[src/logic/acq_seq_map.vh]
`ifndef ACQ_SEQ_MAP_VH
`define ACQ_SEQ_MAP_VH
// ----------------------------------------
// Register offsets (word index on the port)
// ----------------------------------------
`define ACQ_REG_CTRL 4'h0
`define ACQ_REG_CMD 4'h1
`define ACQ_REG_TRIG 4'h2
`define ACQ_REG_FCOUNT 4'h3
`define ACQ_REG_PERIOD 4'h4
`define ACQ_REG_FRAMELEN 4'h5
`define ACQ_REG_STATUS 4'h6
// ----------------------------------------
// Control register fields
// ----------------------------------------
`define CTRL_SCHEME_BIT 0
`define CTRL_CONT_BIT 1
`define CTRL_RESET_VAL 2'h0
// ----------------------------------------
// Command register bits (write one to issue)
// ----------------------------------------
`define CMD_START_BIT 0
`define CMD_STOP_BIT 1
`define CMD_SWTRIG_BIT 2
// ----------------------------------------
// Trigger register fields
// ----------------------------------------
`define TRIG_SEL_BIT 0
`define TRIG_ARM_EXT_BIT 1
`define TRIG_ARM_SRC_BIT 2
`define TRIG_FRM_EXT_BIT 3
`define TRIG_FRM_SRC_BIT 4
// ----------------------------------------
// Reset values of counts
// ----------------------------------------
`define FCOUNT_RESET 16'h0001
`define PERIOD_RESET 32'h00000100
`define FRAMELEN_RESET 32'h00000040
`define STATUS_WIDTH 3
`endif

[src/logic/frame_acquisition_sequencer.v]
// Implementation choices: the register offsets and the plain strobed port.
`timescale 1ns/10ps
`include "acq_seq_map.vh"
`default_nettype none
module frame_acquisition_sequencer (
  input wire clock_i,
  input wire rst_i,
  input wire [3:0] addr_i,
  input wire [31:0] wdata_i,
  input wire wr_i,
  input wire rd_i,
  output reg [31:0] rdata_o,
  input wire line1_i,
  input wire scheme_startup_i,
  input wire startup_load_i,
  output reg frame_active_o,
  output reg frame_start_o,
  output wire [2:0] acq_status_o
);
  // ----------------------------------------
  // States
  // ----------------------------------------
  // Idle: no start command in effect
  // Wait arm: started, arming event still due
  // Wait frame: the only state that takes frame triggers
  // Frame: exposure and readout running
  // Stopping: frame running, stop already seen
  // Status port shows the code directly, so
  // software sees these values unchanged;
  // keep the codes stable if states are added
  localparam ST_IDLE = 3'h0;
  localparam ST_WAIT_ARM = 3'h1;
  localparam ST_WAIT_FRAME = 3'h2;
  localparam ST_FRAME = 3'h3;
  localparam ST_STOPPING = 3'h4;

  // Sequencer state and settings
  // Settings are plain flops written from the port;
  // none of them is double-buffered, so a change
  // lands on the next edge even mid-frame
  reg [2:0] state_q;
  reg [2:0] state_d;
  reg control_scheme_select_q;
  reg cont_q;
  reg trig_sel_q;
  reg arm_ext_q;
  reg arm_src_q;
  reg frm_ext_q;
  reg frm_src_q;
  reg [15:0] fcount_q;
  reg [31:0] period_q;
  reg [31:0] framelen_q;
  // Frames taken since arming, compared with the budget
  // Cleared on start and on an arming event taken in wait-arm
  reg [15:0] taken_q;
  reg [15:0] taken_d;
  reg [31:0] gen_cnt_q;
  reg [31:0] len_cnt_q;
  reg [31:0] len_cnt_d;
  reg line1_q;
  reg frame_start_d;

  // ----------------------------------------
  // Register writes and command decode
  // ----------------------------------------
  wire wr_ctrl = wr_i && (addr_i == `ACQ_REG_CTRL);
  wire wr_cmd = wr_i && (addr_i == `ACQ_REG_CMD);
  wire cmd_start = wr_cmd && wdata_i[`CMD_START_BIT];
  wire cmd_stop = wr_cmd && wdata_i[`CMD_STOP_BIT];
  wire cmd_swtrig = wr_cmd && wdata_i[`CMD_SWTRIG_BIT];
  wire line1_edge = line1_i && !line1_q;

  // Configuration; the startup strobe reloads the saved scheme
  // Startup load wins over a control write in the same
  // cycle: the saved scheme is what software expects
  // to find after a power-up sequence
  // Line 1 history is kept here for edge detection;
  // it resets low, the idle level of the line, so
  // no false edge follows reset
  always @(posedge clock_i or posedge rst_i) begin
    if (rst_i) begin
      control_scheme_select_q <= 1'b0;
      cont_q <= 1'b0;
      trig_sel_q <= 1'b0;
      arm_ext_q <= 1'b0;
      arm_src_q <= 1'b0;
      frm_ext_q <= 1'b0;
      frm_src_q <= 1'b0;
      fcount_q <= `FCOUNT_RESET;
      period_q <= `PERIOD_RESET;
      framelen_q <= `FRAMELEN_RESET;
      line1_q <= 1'b0;
    end else begin
      line1_q <= line1_i;
      if (startup_load_i) begin
        control_scheme_select_q <= scheme_startup_i;
      end else if (wr_ctrl) begin
        control_scheme_select_q <= wdata_i[`CTRL_SCHEME_BIT];
        cont_q <= wdata_i[`CTRL_CONT_BIT];
      end
      if (wr_i && addr_i == `ACQ_REG_TRIG) begin
        trig_sel_q <= wdata_i[`TRIG_SEL_BIT];
        // Only the selected trigger takes the shared settings
        if (!wdata_i[`TRIG_SEL_BIT]) begin
          arm_ext_q <= wdata_i[`TRIG_ARM_EXT_BIT];
          arm_src_q <= wdata_i[`TRIG_ARM_SRC_BIT];
        end else begin
          frm_ext_q <= wdata_i[`TRIG_FRM_EXT_BIT];
          frm_src_q <= wdata_i[`TRIG_FRM_SRC_BIT];
        end
      end
      if (wr_i && addr_i == `ACQ_REG_FCOUNT) begin
        fcount_q <= wdata_i[15:0];
      end
      if (wr_i && addr_i == `ACQ_REG_PERIOD) begin
        period_q <= wdata_i;
      end
      if (wr_i && addr_i == `ACQ_REG_FRAMELEN) begin
        framelen_q <= wdata_i;
      end
    end
  end

  // ----------------------------------------
  // Trigger sources
  // ----------------------------------------
  // Software command goes to whichever trigger is selected
  // A selector change and a software trigger in one
  // write are not merged: the trigger follows the
  // selector as it stood before that write
  // Line 1 feeds either trigger on its rising edge;
  // both see the same edge if both pick line 1, but only the trigger that the current wait state takes acts on it
  wire sw_arm = cmd_swtrig && !trig_sel_q;
  wire sw_frm = cmd_swtrig && trig_sel_q;
  wire arm_evt = arm_src_q ? line1_edge : sw_arm;
  wire ext_frm_evt = frm_src_q ? line1_edge : sw_frm;
  // Arming stage exists only in the full scheme
  wire arm_used = control_scheme_select_q && arm_ext_q;
  wire gen_tick = (gen_cnt_q == 32'h0);
  wire frm_evt = frm_ext_q ? ext_frm_evt : gen_tick;
  wire frame_done = (state_q == ST_FRAME || state_q == ST_STOPPING) && (len_cnt_q == 32'h0);

  // Internal frame-rate generator, free running at the set period
  // A period write restarts the count, so a new rate
  // holds at once instead of after the old period
  // Ticks outside wait-frame are simply lost
  always @(posedge clock_i or posedge rst_i) begin
    if (rst_i) begin
      gen_cnt_q <= 32'h0;
    end else if (wr_i && addr_i == `ACQ_REG_PERIOD) begin
      gen_cnt_q <= wdata_i - 32'h1;
    end else if (gen_tick) begin
      gen_cnt_q <= period_q - 32'h1;
    end else begin
      gen_cnt_q <= gen_cnt_q - 32'h1;
    end
  end

  // ----------------------------------------
  // Sequencer
  // ----------------------------------------
  // Next state, budget count and frame length
  // A stop in a wait state ends the run at once;
  // a stop during a frame lets the frame finish
  // Single-frame runs lapse after one frame,
  // so the start command must be given again
  // Budget uses >= so a budget lowered below the
  // frames already taken still returns to wait-arm
  // Start outside idle is ignored on purpose:
  // a second start must not clear the budget count
  always @* begin
    state_d = state_q;
    taken_d = taken_q;
    len_cnt_d = len_cnt_q;
    frame_start_d = 1'b0;
    case (state_q)
      ST_IDLE: begin
        if (cmd_start) begin
          taken_d = 16'h0;
          state_d = arm_used ? ST_WAIT_ARM : ST_WAIT_FRAME;
        end
      end
      ST_WAIT_ARM: begin
        if (cmd_stop) begin
          state_d = ST_IDLE;
        end else if (arm_evt) begin
          taken_d = 16'h0;
          state_d = ST_WAIT_FRAME;
        end
      end
      ST_WAIT_FRAME: begin
        if (cmd_stop) begin
          state_d = ST_IDLE;
        end else if (frm_evt) begin
          taken_d = taken_q + 16'h1;
          len_cnt_d = framelen_q;
          frame_start_d = 1'b1;
          state_d = ST_FRAME;
        end
      end
      ST_FRAME, ST_STOPPING: begin
        // Triggers here fall through unused
        if (cmd_stop) begin
          state_d = ST_STOPPING;
        end
        if (frame_done) begin
          if (state_q == ST_STOPPING || cmd_stop || !cont_q) begin
            state_d = ST_IDLE;
          end else if (arm_used && taken_q >= fcount_q) begin
            state_d = ST_WAIT_ARM;
          end else begin
            state_d = ST_WAIT_FRAME;
          end
        end else begin
          len_cnt_d = len_cnt_q - 32'h1;
        end
      end
      default: begin
        state_d = ST_IDLE;
      end
    endcase
  end

  // State and outputs; frame_start_o is one cycle
  // Busy flag is taken from the next state so that
  // it lines up with the state code on the status port
  always @(posedge clock_i or posedge rst_i) begin
    if (rst_i) begin
      state_q <= ST_IDLE;
      taken_q <= 16'h0;
      len_cnt_q <= 32'h0;
      frame_start_o <= 1'b0;
      frame_active_o <= 1'b0;
    end else begin
      state_q <= state_d;
      taken_q <= taken_d;
      len_cnt_q <= len_cnt_d;
      frame_start_o <= frame_start_d;
      frame_active_o <= (state_d == ST_FRAME) || (state_d == ST_STOPPING);
    end
  end

  assign acq_status_o = state_q;

  // ----------------------------------------
  // Read port
  // ----------------------------------------
  // In compatibility scheme the frame trigger reads back in the arming slot
  // Read data stand for one cycle and are zero
  // otherwise, so a bus with wired-or read data
  // can share this port with other blocks
  // Command register reads back as zero
  always @(posedge clock_i or posedge rst_i) begin
    if (rst_i) begin
      rdata_o <= 32'h0;
    end else if (rd_i) begin
      case (addr_i)
        `ACQ_REG_CTRL: rdata_o <= {30'h0, cont_q, control_scheme_select_q};
        `ACQ_REG_TRIG: rdata_o <= control_scheme_select_q ?
          {27'h0, frm_src_q, frm_ext_q, arm_src_q, arm_ext_q, trig_sel_q} :
          {27'h0, 2'h0, frm_src_q, frm_ext_q, trig_sel_q};
        `ACQ_REG_FCOUNT: rdata_o <= {16'h0, fcount_q};
        `ACQ_REG_PERIOD: rdata_o <= period_q;
        `ACQ_REG_FRAMELEN: rdata_o <= framelen_q;
        `ACQ_REG_STATUS: rdata_o <= {13'h0, taken_q, state_q};
        default: rdata_o <= 32'h0;
      endcase
    end else begin
      rdata_o <= 32'h0;
    end
  end
endmodule // frame_acquisition_sequencer
`default_nettype wire

[config.mk]
export PLATFORM = sky130hd
export DESIGN_NAME = frame_acquisition_sequencer
export DESIGN_NICKNAME = d
export VERILOG_FILES = /design/src/logic/frame_acquisition_sequencer.v
export VERILOG_INCLUDE_DIRS = /design/src /design/src/logic
export SDC_FILE = /design/constraint.sdc
export NUM_CORES = 1
export LEC_CHECK = 0
export BUFFER_PORTS_ARGS = -buffer_cell sky130_fd_sc_hd__buf_2
export CAP_MARGIN = 30
export CORE_MARGIN = 8
export CORE_UTILIZATION = 40
export DETAILED_ROUTE_END_ITERATION = 10
export PLACE_DENSITY = 0.61
export SETUP_SLACK_MARGIN = 0.05
export SLEW_MARGIN = 0
export SYNTH_ARGS = -nofsm -noshare
export SYNTH_HDL_FRONTEND = slang
export SYNTH_SLANG_ARGS = --single-unit
[constraint.sdc]
create_clock -name clock_i -period 10.45 [get_ports clock_i]
set_input_delay 0.5225 -clock clock_i [delete_from_list [all_inputs] [get_ports clock_i]]
set_output_delay 0.5225 -clock clock_i [all_outputs]
set_load 0.005 [all_outputs]
==> impl_metrics.json <==
{
  "yosys.area.top_type": "dfrtp_1",
  "num-fill-cells": 2508,
  "reg2reg_from": "len_cnt_q[0]",
  "grt_pass1_wl_microns": 51500,
  "drc": 0,
  "hold_path_depth": 1,
  "ios": 80,
  "clock.fmax_ghz": 0.271,
  "cp_data_required_time_ns": 10.89,
  "reg2reg_to": "len_cnt_q[1]",
  "total_power_mw": 2.62,
  "cts.reportedPaths.clkPinSlew_ns": 0.05,
  "syn_area_sq_um": 10800,
  "grt_pass1_vias": 8796,
  "cts_resized": 0,
  "synth-compound-area-share_pct": 17.6,
  "crit_fanout": 27,
  "synthMuxAreaShare_pct": 6.47,
  "powerDensity_nw_per_um2": 212,
  "netlist_top_cells_count": "dfrtp_1 (202), nand2_1 (137), nor2_1 (73)",
  "tns_ns": 0,
  "ff2ff_path_depth": 12,
  "core.rowCount": 60,
  "hp-class": "input pin to flip-flop",
  "synth.most_common_cell": "dfrtp_1",
  "max_slew_margin_pct": 35.5,
  "grt_overflow": 0,
  "worstSetupPathType": "flip-flop to flip-flop",
  "layout_min_cycle_time_ns": 3.69,
  "worst_slew_pin_slew_ns": 0.967,
  "antenna_found_initial": 0,
  "dieWidth_microns": 180,
  "regToRegSetupSlack_ns": 6.76,
  "cts_hold_buf": 1,
  "root_buffer": "clkbuf_16",
  "multi_input_area_sq_um": 5250,
  "critPathSlowestCell": "or4b_1",
  "cts_setup_buffers": 0,
  "clock_skew_ns": 0.0101,
  "yosysSeqAreaShare_pct": 47.6,
  "critPathCaptureType": "flip-flop",
  "vias_per_cell": 5.89,
  "firstDrtPassIters": 8,
  "drtAntennaViolNets": 0,
  "clock_latency_ns": 0.53,
  "drv_slew": 0,
  "htree_levels": 1,
  "grt_max_degree": 125,
  "initial_core_util_pct": 40.3,
  "setup_viol": 0,
  "status": "completed",
  "finalWirelength_microns": 32300,
  "drt_iter0_markers": 891,
  "hpwl_microns": 23000,
  "synth_top_family_by_area": "simple AND/OR/NAND/NOR gates",
  "yosys_warnings": 0,
  "fin_ws_ns": 6.76,
  "grt_setup_unrepaired": "false",
  "cts_tree": "yes",
  "ys_seq_elements": 205,
  "area_delta_synth_final_pct": 14.4,
  "period_share_pct": 35.3,
  "holdPathEnd": "line1_q",
  "hp-start": "line1_i",
  "post-place-ws_ns": 6.48,
  "synthArstFlopShare_pct": 100,
  "synth_top_area_share_pct": 46.9,
  "path_common_cell": "inv_2",
  "final_hold_viol_count": 0,
  "synth.avg_cell_area_sq_um": 9.78,
  "diodes": 0,
  "synth_edf_count": 0,
  "cts_buffers": 25,
  "synth_fa_ha_area_share_pct": 2.21,
  "maxCapViolCount": 0,
  "syn_inst": 1102,
  "core_area_sq_um": 26700,
  "port_buffers": 79,
  "nets": 1226,
  "vias": 8964,
  "clock-sinks": 205,
  "leakage_nw": 5.54,
  "gp_congestion": 0.891,
  "die_h_microns": 180,
  "synth_xor_area_share_pct": 3.25,
  "dieArea_sq_um": 32500,
  "start_kind": "flip-flop",
  "yosys.area_share.simple_pct": 18.9,
  "critPathMaxStageDelay_ns": 0.51,
  "drive_gt1_share_pct": 19.3,
  "path_cells": "inv_1 > ha_1 > or4b_1 > nor3_1 > nand4_2 > nor4_2 > inv_2 > o2111ai_4 > buf_4 > nand2_4 > inv_2 > mux2i_1",
  "register_area_sq_um": 5130,
  "clockBufferDepth": 3,
  "grt_use_total_pct": 19.5,
  "post_drt_wl_per_cell_microns": 21.2,
  "yosys-top-cells-area": "dfrtp_1 (47%), mux2_2 (5.6%), nand2_1 (4.8%)",
  "worst_ep_arrival_time_ns": 4.12,
  "synth_ff_type": "dfrtp_1",
  "vdd.ir_drop.worst_mv": 0.0990,
  "hold_ws_ns": 0.126,
  "synthDistinctLibCells": 83,
  "synth_nets": 1164
}
## placed cells by master (no fill, tap or decap), types with 21 or more instances in the layout
master,count
nor4_1,28
dfrtp_1,202
nand2_1,137
a22oi_1,55
xor2_1,21
o21ai_0,43
mux2_2,54
nand3_1,49
clkbuf_16,25
nor2_1,71
buf_2,79
a21oi_1,59
inv_1,34
nor3_1,30
## sequential cells by signal, indices dropped and copies added, names as in the netlist, 3 cells and up
name and count:
acq_status_o 3, fcount_q 16, framelen_q 32, taken_q 16, len_cnt_q 32, rdata_o 32, period_q 32, gen_cnt_q 32
## metal layers
metal | GRT usage (%) | share of wire (%) | up-vias
met5 | 0 | 0 | -
met4 | 5.62 | 2.2 | 0
met3 | 3.45 | 6.5 | 53
met2 | 30.6 | 46 | 264
met1 | 27.3 | 46 | 4480
li1 | - | - | 4167
## logic make-up after synthesis
group | after synthesis
flip-flops | 205
adder cells (fa/ha/maj) | 19
AND/OR/NAND/NOR | 405
multiplexers | 62
XOR/XNOR | 40
AO/OA/AOI/OAI | 272
buffers and inverters | 99
## critical path, delay by kind of cell (launching register included)
kind                     cells  cell delay (ns)
AO/OA/AOI/OAI                1             0.20
adder cells (fa/ha/maj)      1             0.19
buffers and inverters        4             0.74
flip-flops                   1             0.39
multiplexers                 1             0.23
AND/OR/NAND/NOR              5             1.84
## through the flow
| step | instances | instance area, sq um | utilization (%) |
|---|---|---|---|
| floorplan | 1102 | 10800 | - |
| global placement | 1476 | 11500 | 42.9 |
| detailed placement | 1477 | 11500 | 43.0 |
| CTS | 1522 | 12300 | 46.1 |
| global route | 1522 | 12300 | 46.1 |
| finish | 1522 | 12300 | 46.1 |
## power by group
part           total (mW)  internal [mW]  switching [mW]
Clock               0.875          0.532           0.343
Sequential           1.13          0.951           0.182
Combinational       0.614          0.256           0.358
## worst max-delay path by stage
| stage | start | to | slack (ns) |
|---|---|---|---|
| floorplan | rst_i | acq_status_o[0] | 4.34 |
| global placement | addr_i[1] | gen_cnt_q[21] | 6.53 |
| detailed placement | addr_i[1] | gen_cnt_q[27] | 6.48 |
| CTS | len_cnt_q[0] | len_cnt_q[1] | 6.75 |
| global route | len_cnt_q[0] | len_cnt_q[1] | 6.46 |
| finish | len_cnt_q[0] | len_cnt_q[1] | 6.76 |
## layout make-up
cell class                      instances  area share, %
Timing Repair Buffer                   96           4.42
Tap cell                              341           3.46
Clock buffer                           30           5.47
Inverter                               38           1.22
Sequential cell                       205           41.6
Multi-Input combinational cell        798           42.6
Clock inverter                         14           1.23
No activity file was read; power rests on OpenSTA's default activity.
